[src/rtl/dlp_pkg.sv]
/*
  constants and coding functions of the packet layer.
  assumes both ends share one clock.
*/
package dlp_pkg;

  ////////////////////////////////////////////////////////////////////////////
  // packet layout
  localparam int          DLP_HDR_BYTES = 4;
  localparam int          DLP_FTR_BYTES = 2;
  localparam int          DLP_VC_LSB    = 6;
  localparam int          DLP_ECC_OVP   = 5;
  localparam logic [15:0] DLP_CRC_SEED  = 16'hffff;
  localparam logic [15:0] DLP_FTR_NONE  = 16'h0000;
  localparam logic [15:0] DLP_CRC_POLY  = 16'h8408;

  // packet types that ask the peripheral for an answer, then the long type range
  localparam logic [5:0]  DLP_RD_GEN0   = 6'h04;
  localparam logic [5:0]  DLP_RD_GEN1   = 6'h14;
  localparam logic [5:0]  DLP_RD_GEN2   = 6'h24;
  localparam logic [5:0]  DLP_RD_CMD0   = 6'h06;
  localparam logic [3:0]  DLP_LONG_LO   = 4'h9;
  localparam logic [3:0]  DLP_LONG_HI   = 4'he;

  ////////////////////////////////////////////////////////////////////////////
  // header: extended hamming plus overall parity

  // column of data bit idx: idx-th non-power of two
  function automatic logic [4:0] dlp_hcode(input int idx);
    int         k;
    logic [4:0] c;
    k = 0;
    c = 5'h00;
    for (int v = 3; v < 32; v++) begin
      if ((v & (v - 1)) != 0) begin
        if (k == idx) c = 5'(v);
        k++;
      end
    end
    return c;
  endfunction

  function automatic logic [7:0] dlp_ecc(input logic [23:0] h);
    logic [4:0] p;
    p = 5'h00;
    for (int i = 0; i < 24; i++) begin
      if (h[i]) p = p ^ dlp_hcode(i);
    end
    return {2'b00, ^{h, p}, p};
  endfunction

  // a check-bit hit flips nothing
  function automatic logic [23:0] dlp_fix(input logic [23:0] h, input logic [4:0] s);
    logic [23:0] r;
    r = h;
    for (int i = 0; i < 24; i++) begin
      if (dlp_hcode(i) == s) r[i] = ~r[i];
    end
    return r;
  endfunction

  ////////////////////////////////////////////////////////////////////////////
  // checksum, lsb first; empty payload gives all ones
  function automatic logic [15:0] dlp_crc(input logic [15:0] c, input logic [7:0] b);
    logic [15:0] r;
    r = c;
    for (int i = 0; i < 8; i++) begin
      if (r[0] ^ b[i]) r = (r >> 1) ^ DLP_CRC_POLY;
      else r = r >> 1;
    end
    return r;
  endfunction

  function automatic logic dlp_is_long(input logic [5:0] t);
    return (t[3:0] >= DLP_LONG_LO) && (t[3:0] <= DLP_LONG_HI);
  endfunction

  function automatic logic dlp_needs_resp(input logic [5:0] t);
    return (t == DLP_RD_GEN0) || (t == DLP_RD_GEN1) || (t == DLP_RD_GEN2) || (t == DLP_RD_CMD0);
  endfunction

endpackage

[src/rtl/dlp_link_if.sv]
/*
  serial packet link between host transmitter and display peripheral.
  assumes both ends run on the same clock; frame marks one transmission,
  vld marks one bit time.
*/
`timescale 1ns/1ps
`default_nettype none
interface dlp_link_if;
  logic f_frm;
  logic f_vld;
  logic f_bit;
  logic r_frm;
  logic r_vld;
  logic r_bit;

  modport host (output f_frm, output f_vld, output f_bit, input r_frm, input r_vld, input r_bit);
  modport periph (input f_frm, input f_vld, input f_bit, output r_frm, output r_vld, output r_bit);
endinterface
`default_nettype wire

[src/rtl/dlp_periph.sv]
/*
  peripheral end: parses packets, corrects headers, returns one
  packet per transmission.
  assumes the user supplies exactly the counted return payload bytes.
*/
`timescale 1ns/1ps
`default_nettype none

// Functional notes
// - every byte travels lsb first
// - count and checksum go low byte first
// - long packet: header, payload, checksum footer
// - header order: id, count, correction byte
// - long packet spans 6 to 65541 bytes
// - count covers payload bytes only
// - receiver takes exactly counted bytes, no codes
// - host always computes payload checksum
// - empty payload checksum equals all ones
// - uncomputed checksum footer sends two zeros
// - payload is whole bytes
// - short packet: id, two bytes, correction
// - header: fix single, detect double errors
// - id byte: tag high two, type low six
// - type decides short or long length
// - after packet end expect header or end
// - host always sends header correction byte
// - peripheral corrects forward, protects reverse headers
// - packets may carry differing channel tags
// - act only on own channel tag; a double-error header still raises hd_vld and hd_bad for any tag
// - returned packets carry own channel tag
// - one answer-seeking packet per transmission
// - short is four bytes, count spans 16 bits
module dlp_periph
  import dlp_pkg::*;
(
  // clock and reset
  input  wire logic        clk,
  input  wire logic        rstn,
  // link
  dlp_link_if.periph       lnk,
  // own channel tag
  input  wire logic [1:0]  my_tag,
  // received header
  output logic             hd_vld,
  output logic [7:0]       hd_id,
  output logic [15:0]      hd_word,
  output logic             hd_corr,
  output logic             hd_bad,
  // received payload
  output logic             pd_vld,
  output logic [7:0]       pd_data,
  output logic             pd_last,
  // received footer check
  output logic             ck_vld,
  output logic             ck_bad,
  // return packet request
  input  wire logic        tq_vld,
  output logic             tq_rdy,
  input  wire logic [5:0]  tq_type,
  input  wire logic [15:0] tq_word,
  // return payload bytes
  input  wire logic        tp_vld,
  output logic             tp_rdy,
  input  wire logic [7:0]  tp_data
);

  typedef enum logic [1:0] {
    R_HDR  = 2'b00,
    R_PAY  = 2'b01,
    R_FTR  = 2'b11,
    R_DROP = 2'b10
  } dlp_rxs_t;

  typedef enum logic [2:0] {
    T_IDLE = 3'b000,
    T_HDR  = 3'b001,
    T_PAY  = 3'b011,
    T_FTR  = 3'b010,
    T_END  = 3'b110
  } dlp_txs_t;

  typedef struct packed {
    // receive side
    dlp_rxs_t    rs;
    logic [2:0]  rb;
    logic [7:0]  rsh;
    logic [15:0] ri;
    logic [23:0] rh;
    logic [15:0] rn;
    logic [15:0] rc;
    logic [7:0]  rf;
    logic        mine;
    logic        hd_vld;
    logic [7:0]  hd_id;
    logic [15:0] hd_word;
    logic        hd_corr;
    logic        hd_bad;
    logic        pd_vld;
    logic [7:0]  pd_data;
    logic        pd_last;
    logic        ck_vld;
    logic        ck_bad;
    // return side
    dlp_txs_t    ts;
    logic        tq_rdy;
    logic        tok;
    logic [2:0]  tb;
    logic [7:0]  tcur;
    logic [15:0] ti;
    logic [31:0] th;
    logic        tlong;
    logic [15:0] tn;
    logic        frm;
    logic        vld;
    logic        bt;
  } dlp_dev_st_t;

  dlp_dev_st_t s_r;
  dlp_dev_st_t s_nxt;
  logic [7:0]  rxb;
  logic [7:0]  chk;
  logic [4:0]  syn;
  logic        ovp;
  logic [23:0] hfix;
  logic [15:0] ftr;
  logic [23:0] th24;
  logic        fvld;
  logic        fpop;
  logic [7:0]  fdat;

  // return payload is buffered so a late fetch between bits loses no byte
  dlp_fifo2 u_buf (
    .clk      (clk),
    .rstn     (rstn),
    .in_vld   (tp_vld),
    .in_rdy   (tp_rdy),
    .in_data  (tp_data),
    .out_vld  (fvld),
    .out_rdy  (fpop),
    .out_data (fdat)
  );

  ////////////////////////////////////////////////////////////////////////////
  // receive: header, counted payload, footer
  always_comb begin
    s_nxt = s_r;
    s_nxt.hd_vld = 1'b0;
    s_nxt.pd_vld = 1'b0;
    s_nxt.ck_vld = 1'b0;
    s_nxt.vld = 1'b0;
    fpop = 1'b0;
    rxb = {lnk.f_bit, s_r.rsh[7:1]};
    chk = dlp_ecc(s_r.rh);
    syn = chk[4:0] ^ rxb[4:0];
    ovp = ^{s_r.rh, rxb[DLP_ECC_OVP:0]};
    hfix = ovp ? dlp_fix(s_r.rh, syn) : s_r.rh;
    ftr = {rxb, s_r.rf};
    th24 = {tq_word, my_tag, tq_type};
    if (!lnk.f_frm) begin
      // frame gone: next is a header
      s_nxt.rs = R_HDR;
      s_nxt.rb = 3'h0;
      s_nxt.ri = 16'h0;
    end else if (lnk.f_vld) begin
      s_nxt.rsh = rxb;
      s_nxt.rb = s_r.rb + 3'h1;
      if (s_r.rb == 3'h7) begin
        unique case (s_r.rs)
          R_HDR: begin
            if (s_r.ri != 16'(DLP_HDR_BYTES - 1)) begin
              s_nxt.rh = {rxb, s_r.rh[23:8]};
              s_nxt.ri = s_r.ri + 16'h1;
            end else begin
              s_nxt.ri = 16'h0;
              s_nxt.rc = DLP_CRC_SEED;
              s_nxt.rn = hfix[23:8];
              s_nxt.mine = (hfix[7:DLP_VC_LSB] == my_tag);
              if (!ovp && (syn != 5'h00)) begin
                // double error: length unknown, drop the frame
                s_nxt.rs = R_DROP;
                s_nxt.hd_vld = 1'b1;
                s_nxt.hd_bad = 1'b1;
                s_nxt.hd_id = s_r.rh[7:0];
                s_nxt.hd_word = s_r.rh[23:8];
                s_nxt.hd_corr = 1'b0;
              end else begin
                s_nxt.hd_vld = (hfix[7:DLP_VC_LSB] == my_tag);
                s_nxt.hd_bad = 1'b0;
                s_nxt.hd_corr = ovp;
                s_nxt.hd_id = hfix[7:0];
                s_nxt.hd_word = hfix[23:8];
                if (!dlp_is_long(hfix[5:0])) s_nxt.rs = R_HDR;
                else if (hfix[23:8] == 16'h0) s_nxt.rs = R_FTR;
                else s_nxt.rs = R_PAY;
              end
            end
          end
          R_PAY: begin
            // any byte value is data here
            s_nxt.pd_vld = s_r.mine;
            s_nxt.pd_data = rxb;
            s_nxt.pd_last = (s_r.ri == s_r.rn - 16'h1);
            s_nxt.rc = dlp_crc(s_r.rc, rxb);
            s_nxt.ri = s_r.ri + 16'h1;
            if (s_r.ri == s_r.rn - 16'h1) begin
              s_nxt.ri = 16'h0;
              s_nxt.rs = R_FTR;
            end
          end
          R_FTR: begin
            if (s_r.ri == 16'h0) begin
              s_nxt.rf = rxb;
              s_nxt.ri = 16'h1;
            end else begin
              // zero footer: checksum skipped
              s_nxt.ck_vld = s_r.mine;
              s_nxt.ck_bad = (ftr != s_r.rc) && (ftr != DLP_FTR_NONE);
              s_nxt.ri = 16'h0;
              s_nxt.rs = R_HDR;
            end
          end
          R_DROP: s_nxt.rs = R_DROP;
        endcase
      end
    end

    //////////////////////////////////////////////////////////////////////////
    // return: one idle cycle between bytes
    if (s_r.tok) begin
      s_nxt.vld = 1'b1;
      s_nxt.bt = s_r.tcur[s_r.tb];
      s_nxt.tb = s_r.tb + 3'h1;
      if (s_r.tb == 3'h7) s_nxt.tok = 1'b0;
    end else begin
      unique case (s_r.ts)
        T_IDLE: begin
          s_nxt.tq_rdy = 1'b1;
          if (tq_vld && s_r.tq_rdy) begin
            s_nxt.tq_rdy = 1'b0;
            s_nxt.th = {dlp_ecc(th24), th24};
            s_nxt.tlong = dlp_is_long(tq_type);
            s_nxt.tn = tq_word;
            s_nxt.ti = 16'h0;
            s_nxt.frm = 1'b1;
            s_nxt.ts = T_HDR;
          end
        end
        T_HDR: begin
          s_nxt.tcur = s_r.th[7:0];
          s_nxt.th = s_r.th >> 8;
          s_nxt.tok = 1'b1;
          s_nxt.ti = s_r.ti + 16'h1;
          if (s_r.ti == 16'(DLP_HDR_BYTES - 1)) begin
            s_nxt.ti = 16'h0;
            if (!s_r.tlong) s_nxt.ts = T_END;
            else if (s_r.tn == 16'h0) s_nxt.ts = T_FTR;
            else s_nxt.ts = T_PAY;
          end
        end
        T_PAY: begin
          if (fvld) begin
            fpop = 1'b1;
            s_nxt.tcur = fdat;
            s_nxt.tok = 1'b1;
            s_nxt.ti = s_r.ti + 16'h1;
            if (s_r.ti == s_r.tn - 16'h1) begin
              s_nxt.ti = 16'h0;
              s_nxt.ts = T_FTR;
            end
          end
        end
        T_FTR: begin
          s_nxt.tcur = DLP_FTR_NONE[7:0];
          s_nxt.tok = 1'b1;
          s_nxt.ti = s_r.ti + 16'h1;
          if (s_r.ti == 16'(DLP_FTR_BYTES - 1)) s_nxt.ts = T_END;
        end
        T_END: begin
          s_nxt.frm = 1'b0;
          s_nxt.ts = T_IDLE;
        end
        default: s_nxt.ts = T_IDLE;
      endcase
    end
  end

  always_ff @(posedge clk or negedge rstn) begin
    if (!rstn) s_r <= '0;
    else s_r <= s_nxt;
  end

  ////////////////////////////////////////////////////////////////////////////
  assign lnk.r_frm = s_r.frm;
  assign lnk.r_vld = s_r.vld;
  assign lnk.r_bit = s_r.bt;
  assign hd_vld    = s_r.hd_vld;
  assign hd_id     = s_r.hd_id;
  assign hd_word   = s_r.hd_word;
  assign hd_corr   = s_r.hd_corr;
  assign hd_bad    = s_r.hd_bad;
  assign pd_vld    = s_r.pd_vld;
  assign pd_data   = s_r.pd_data;
  assign pd_last   = s_r.pd_last;
  assign ck_vld    = s_r.ck_vld;
  assign ck_bad    = s_r.ck_bad;
  assign tq_rdy    = s_r.tq_rdy;

endmodule
`default_nettype wire

[src/rtl/dlp_fifo2.sv]
/*
  two-entry byte buffer, valid and ready both sides.
  assumes one clock; in_rdy and out_vld are flops.
*/
`timescale 1ns/1ps
`default_nettype none
module dlp_fifo2
  import dlp_pkg::*;
#(
  parameter int W = 8,
  parameter int D = 2
) (
  // clock and reset
  input  wire logic         clk,
  input  wire logic         rstn,
  // fill side
  input  wire logic         in_vld,
  output logic              in_rdy,
  input  wire logic [W-1:0] in_data,
  // drain side
  output logic              out_vld,
  input  wire logic         out_rdy,
  output logic [W-1:0]      out_data
);

  localparam int PW = $clog2(D);

  typedef struct packed {
    logic [D-1:0][W-1:0] mem;
    logic [PW-1:0]       wp;
    logic [PW-1:0]       rp;
    logic [PW:0]         cnt;
    logic                ir;
    logic                ov;
  } dlp_fifo_st_t;

  dlp_fifo_st_t s_r;
  dlp_fifo_st_t s_nxt;
  logic         push;
  logic         pop;

  always_comb begin
    s_nxt = s_r;
    push  = in_vld && s_r.ir;
    pop   = out_rdy && s_r.ov;
    if (push) begin
      s_nxt.mem[s_r.wp] = in_data;
      s_nxt.wp = (s_r.wp == PW'(D - 1)) ? '0 : s_r.wp + 1'b1;
    end
    if (pop) s_nxt.rp = (s_r.rp == PW'(D - 1)) ? '0 : s_r.rp + 1'b1;
    s_nxt.cnt = s_r.cnt + {{PW{1'b0}}, push} - {{PW{1'b0}}, pop};
    // ready drops only when full, so a stall loses no byte
    s_nxt.ir = (s_nxt.cnt != (PW + 1)'(D));
    s_nxt.ov = (s_nxt.cnt != '0);
  end

  always_ff @(posedge clk or negedge rstn) begin
    if (!rstn) begin
      s_r    <= '0;
      s_r.ir <= 1'b1;
    end else begin
      s_r <= s_nxt;
    end
  end

  assign in_rdy   = s_r.ir;
  assign out_vld  = s_r.ov;
  assign out_data = s_r.mem[s_r.rp];

endmodule
`default_nettype wire

[src/flat_wrapper.sv]
// flat-port wrapper written by rule: the top's interface ports become plain ports
module dlp_periph_flat import dlp_pkg::*;
  (clk, rstn, my_tag, hd_vld, hd_id, hd_word, hd_corr, hd_bad, pd_vld, pd_data, pd_last, ck_vld, ck_bad, tq_vld, tq_rdy, tq_type, tq_word, tp_vld, tp_rdy, tp_data, lnk_f_frm, lnk_f_vld, lnk_f_bit, lnk_r_frm, lnk_r_vld, lnk_r_bit);
  dlp_link_if lnk_i ();
  input  wire logic clk;
  input  wire logic rstn;
  input  wire logic [1:0] my_tag;
  output logic hd_vld;
  output logic [7:0] hd_id;
  output logic [15:0] hd_word;
  output logic hd_corr;
  output logic hd_bad;
  output logic pd_vld;
  output logic [7:0] pd_data;
  output logic pd_last;
  output logic ck_vld;
  output logic ck_bad;
  input  wire logic tq_vld;
  output logic tq_rdy;
  input  wire logic [5:0] tq_type;
  input  wire logic [15:0] tq_word;
  input  wire logic tp_vld;
  output logic tp_rdy;
  input  wire logic [7:0] tp_data;
  input wire logic [$bits(lnk_i.f_frm)-1:0] lnk_f_frm;
  input wire logic [$bits(lnk_i.f_vld)-1:0] lnk_f_vld;
  input wire logic [$bits(lnk_i.f_bit)-1:0] lnk_f_bit;
  output wire logic [$bits(lnk_i.r_frm)-1:0] lnk_r_frm;
  output wire logic [$bits(lnk_i.r_vld)-1:0] lnk_r_vld;
  output wire logic [$bits(lnk_i.r_bit)-1:0] lnk_r_bit;
  assign lnk_i.f_frm = lnk_f_frm;
  assign lnk_i.f_vld = lnk_f_vld;
  assign lnk_i.f_bit = lnk_f_bit;
  assign lnk_r_frm = lnk_i.r_frm;
  assign lnk_r_vld = lnk_i.r_vld;
  assign lnk_r_bit = lnk_i.r_bit;
  dlp_periph u_core (.clk(clk), .rstn(rstn), .lnk(lnk_i), .my_tag(my_tag), .hd_vld(hd_vld), .hd_id(hd_id), .hd_word(hd_word), .hd_corr(hd_corr), .hd_bad(hd_bad), .pd_vld(pd_vld), .pd_data(pd_data), .pd_last(pd_last), .ck_vld(ck_vld), .ck_bad(ck_bad), .tq_vld(tq_vld), .tq_rdy(tq_rdy), .tq_type(tq_type), .tq_word(tq_word), .tp_vld(tp_vld), .tp_rdy(tp_rdy), .tp_data(tp_data));
endmodule
[config.mk]
export PLATFORM = sky130hd
export DESIGN_NAME = dlp_periph_flat
export DESIGN_NICKNAME = d
export VERILOG_FILES = /design/src/rtl/dlp_pkg.sv /design/src/rtl/dlp_link_if.sv /design/src/rtl/dlp_periph.sv /design/src/rtl/dlp_fifo2.sv /design/src/flat_wrapper.sv
export SDC_FILE = /design/constraint.sdc
export NUM_CORES = 1
export LEC_CHECK = 0
export ABC_AREA = 0
export BUFFER_PORTS_ARGS = -buffer_cell sky130_fd_sc_hd__buf_4
export CORE_MARGIN = 10
export CORE_UTILIZATION = 45
export CTS_BUF_LIST = sky130_fd_sc_hd__clkbuf_4
export CTS_CLUSTER_SIZE = 10
export DETAILED_ROUTE_END_ITERATION = 8
export PLACE_DENSITY = 0.62
export SYNTH_ARGS = -nofsm -noshare
export SYNTH_HDL_FRONTEND = slang
export SYNTH_SLANG_ARGS = --single-unit
[constraint.sdc]
create_clock -name clk -period 8 [get_ports clk]
set_input_delay 0.8 -clock clk [delete_from_list [all_inputs] [get_ports clk]]
set_output_delay 0.8 -clock clk [all_outputs]
set_load 0.02 [all_outputs]
* Word level (Yosys, flattened, before mapping)
Cells that the tools add are included.
W data, S select, Z words.
** Cells by class
- Div/mod/pow operators :: 0
- Order comparisons :: 8
- Multipliers :: 0
- Equality and inequality tests :: 1203
- Multiplexer cells :: 4557
- Reduce and logical (&&, ||, !) cells :: 91
- $add $sub $neg :: 1162
- Bitwise gates (word level) :: 90
- Shifts and indexed selects :: 0
** Operators by type and width (number)
- $mux W32 :: 3001
- $add A32 B2 Y32 const B :: 1152
- $eq A32 B5 Y1 const B :: 400
- $eq A32 B6 Y1 const B :: 400
- $eq A32 B4 Y1 const B :: 200
- $mux W5 :: 1096
- $eq A32 B3 Y1 const B :: 100
- $eq A32 B2 Y1 const B :: 50
- $logic_not A32 Y1 :: 50
- $mux W4 :: 222
- $mux W16 :: 41
- $mux W3 :: 124
- $xor A5 B5 Y5 :: 47
- $mux W133 :: 1
- $mux W120 :: 1
- $mux W24 :: 3
- $mux W66 :: 1
- $eq A5 B5 Y1 const A :: 13
- $pmux W16 S4 :: 1
- $pmux W32 S2 :: 1
- $mux W28 :: 2
- $logic_not A16 Y1 :: 3
- $pmux W16 S3 :: 1
- $mux W40 :: 1
- 64 further kinds :: 200
** Storage, ports and cells
- Memories :: 0
- Input port bits :: 39
- Output and inout bits :: 44
- ROM bits :: 0
- Logic and storage cells :: 7149
- Bits in latches :: 0
- Flip-flop bits (word level) :: 239
- RAM bits :: 0

* Longest topological paths before layout
- Word-level depth :: 248
- Mapped depth :: 16
- Depth with buffers taken out :: 12

* Cells and area by module
From an unflattened synthesis, not the netlist that was laid out.
** Unflattened totals
- Cell total of the unflattened synthesis :: 1439
- Area, all modules :: 13935.9 um^2
** Modules (own cells, without submodules)
- dlp_periph :: cells an instance 1376, area each 12963.7 um^2, seq. area each 5205.0 um^2, instances 1
- dlp_fifo2 :: cells an instance 63, area each 972.2 um^2, seq. area each 551.8 um^2, instances 1

* Least setup slack after synthesis
No wires, ideal clock.
- Kind :: reg-to-reg
- Start point :: register u_core.hd_word[0] (netlist name)
- End point :: register u_core.s_r[197] (netlist name)
- Data arrival time :: 3.529 ns
- Setup time :: 0.082 ns
- Clock period less this slack :: 3.611 ns
- Stages on the path, launching flop included :: 17
- Path slack :: 4.389 ns
- Buffers on the path :: 4
- Required time :: 7.918 ns
- Cells stage by stage :: dfrtp_1 clkbuf_1 inv_1 ha_1 buf_2 or4b_2 or3_1 mux2i_1 o22ai_1 o22a_1 a21boi_1 nor2_1 nor3_1 buf_2 buf_4 a21oi_1 a31oi_1
** RTL lines
- end signal: assignment :: RTL line dlp_periph.sv:289 : else s_r <= s_nxt;
- end: declaration :: RTL line dlp_periph.sv:118 : dlp_dev_st_t s_r;

==> flow_summary.ini <==
[run_status]
status = finished clean

[worst_setup_path]
worstPathArrival_ns = 4.87
setup.worst_path.class = reg2reg
path_buf_inv = 1
crit_family = simple AND/OR/NAND/NOR gates
cp_max_fo = 22
crit_required_ns = 8.60
crit_path_max_incr_delay_ns = 0.95
endpoint_kind = flip-flop
worstSetupStartpointType = flip-flop
crit_slowest_cell = nor3_2
path_cells = inv_1, ha_1, or4b_2, or3_1, mux2i_1, o22ai_1, o22a_1, a21boi_1, nor2_1, nor3_2, a21oi_1, a31oi_1
rrSetupSlack_ns = 3.73

[logic_synthesis]
synthFlopType = dfrtp_1
ys_seq_area_frac = 0.419
yosys_warnings = 0
yosys.area.top_type = dfrtp_1
synth-edff-count = 0
ys_seq_elements = 227
synthesis.nets = 1503
synth.distinct_cells = 67
syn_area_mm2 = 0.0136
synth-async-reset-ratio = 1.00
netlist_top_cells_area = dfrtp_1 (42%), xnor2_1 (9.1%), nand2_1 (5.2%)
synth.top_cell.area_share = 0.417
synth_area_per_cell_um2 = 9.41
netlist_instances = 1442

[cells_and_area]
final_util = 0.502
area_delta_synth_final_pct = 9.89
drive_gt1_frac = 0.171
fill_cells = 2830
multi_input_area_mm2 = 0.00718
seq_area_mm2 = 0.00568
nets = 1540

[pwr]
p_comb_frac = 0.311
power.share.sequential = 0.419
p_leak_nw = 6.77
intPower_mw = 2.38
sw_frac_of_total = 0.359
peakVddDrop_mv = 0.113
clkPwrFrac = 0.270
power.density_mw_per_mm2 = 248
switchingPower_mw = 1.33

[place]
gp_congestion = 0.870
buffer_ports.inserted = 82
hpwl_um = 23400

[drt]
drt_iter0_markers = 737
antenna_left = 0
remaining_drc_errors = 0
dr.pass1.iters = 5
wl_per_cell_um = 17.2
via_per_inst = 5.42
drt_wl_total_um = 32900
via_count = 10400

[sta]
period_share = 0.534
min_period_ns = 4.27
tns_ns = 0
rsz0062_at_grt = false
drv_slew = 0
worst_pin_slew_ns = 1.24
hold_viol = 0
max_freq_mhz = 234
timing.slew.headroom = 0.171
finClkSkew_ns = 0.0478
whs_ns = 0.0891
setup_viol = 0

[clock_tree]
cts_tree = done
cts.sink_count = 227
cts-root-buf = clkbuf_4
cts_resized = 0
cts_htree_levels = 2
ctsHoldBuffers = 0
cts_setup_buffers = 0
cts_max_path_buffers = 3
clkTransAtPathRegs_ns = 0.06
insertion_delay_ns = 0.70
numCtsBuffers = 61

[global_routing]
grt_pass1_wl_um = 55300
use_met2 = 0.262
antenna_found_initial = 1
track_usage = 0.174
grt_max_degree = 136
grt_overflow_total = 0
grt_use_met3 = 0.0311
grt_use_met1 = 0.250
grt_pass1_vias = 10300
grt-busiest-layer = met2

[floorplanning]
ios = 83
coreArea_mm2 = 0.0297
dieHeight_um = 194
num_rows = 63
dieArea_mm2 = 0.0375
start_util = 0.457
die_w_um = 194

[min_path]
hold_class = in2async

[run]
max_cap_violations = 0
==> routing by layer <==
metal,routed length [µm],up-vias,share of wire
met4,587,0,0.018
met5,0,-,0
met1,16100,5031,0.49
li1,-,5039,-
met3,1650,45,0.050
met2,14600,244,0.44
==> Yosys cell counts, drive strengths merged (9+ instances only) <==
cell type,instances
a21oi,62
xnor3,12
nand2,189
inv,32
nand2b,33
clkbuf,59
xnor2,143
nand3,26
ha,22
mux2i,10
nor2b,9
o21a,14
buf,56
nor2,92
xor2,53
a31oi,19
o21ai,123
mux2,56
nor3,30
and3,45
dfrtp,226
nor4,14
==> kinds of logic after synthesis <==
kind of cell	Yosys count	share of synthesized area
buffers and inverters	147	0.0528
AO/OA/AOI/OAI	274	0.122
flip-flops	227	0.419
XOR/XNOR	212	0.155
multiplexers	68	0.0572
adder cells (fa/ha/maj)	22	0.0203
AND/OR/NAND/NOR	492	0.174
==> path summary, 6_finish.rpt <==
check	from	to	cells after the start
min	rstn	u_core.s_r[146]	1
min in group clk	tp_data[2]	u_core.u_buf.s_r[8]	2
max in group asynchronous	rstn	u_core.s_r[5]	2
min reg2reg	u_core.s_r[70]	u_core.s_r[70]	2
max	u_core.hd_word[0]	u_core.s_r[198]	12
max reg2reg	u_core.hd_word[0]	u_core.s_r[198]	12
==> power groups by stage <==
| stage | Sequential (mW) | Combinational (mW) | Clock (mW) |
|---|---|---|---|
| 6_report | 1.55 | 1.15 | 1.00 |
| 5_1_grt | 1.59 | 1.30 | 1.11 |
| 4_1_cts | 1.55 | 1.15 | 1.04 |
| 3_5_place_dp | 1.57 | 1.15 | 0 |
| 3_3_place_gp | 1.56 | 1.12 | 0 |
| 2_1_floorplan | 1.48 | 0.928 | 0 |
==> stage by stage <==
| stage | total power, mW | setup WS [ns] | std cells | area [µm²] |
|---|---|---|---|---|
| floorplan | 2.41 | 4.39 | 1442 | 13600 |
| global placement | 2.69 | 3.87 | 1806 | 14200 |
| detailed placement | 2.72 | 3.76 | 1806 | 14200 |
| CTS | 3.75 | 3.75 | 1911 | 14900 |
| global route | 3.99 | 3.35 | 1912 | 14900 |
| finish | 3.71 | 3.73 | 1912 | 14900 |
==> registers in the layout, indices dropped and copies added (netlist names), 8 cells and up <==
| register | count |
|---|---|
| u_core.ftr | 15 |
| u_core.hd_id | 8 |
| u_core.hd_word | 16 |
| u_core.pd_data | 8 |
| u_core.s_r | 147 |
| u_core.u_buf.s_r | 20 |
==> layout by cell type, fill, tap and decap left out, drive strengths merged, types with 26 or more instances in the layout <==
cell	n
dfrtp	226
nor3	30
xor2	53
nor2	92
a21oi	62
inv	34
and3	45
nand2	189
buf	89
nand2b	33
xnor2	143
nand3	26
mux2	56
o21ai	123
clkbuf	91
==> area by class of cell <==
| class | instances | area share |
|---|---|---|
| Sequential cell | 227 | 0.381 |
| Antenna cell | 1 | 0.000168 |
| Tap cell | 390 | 0.0327 |
| Multi-Input combinational cell | 1068 | 0.482 |
| Clock inverter | 14 | 0.00453 |
| Timing Repair Buffer | 89 | 0.0461 |
| Clock buffer | 91 | 0.0458 |
| Inverter | 32 | 0.00805 |
Power figures use the tool's default switching activity.
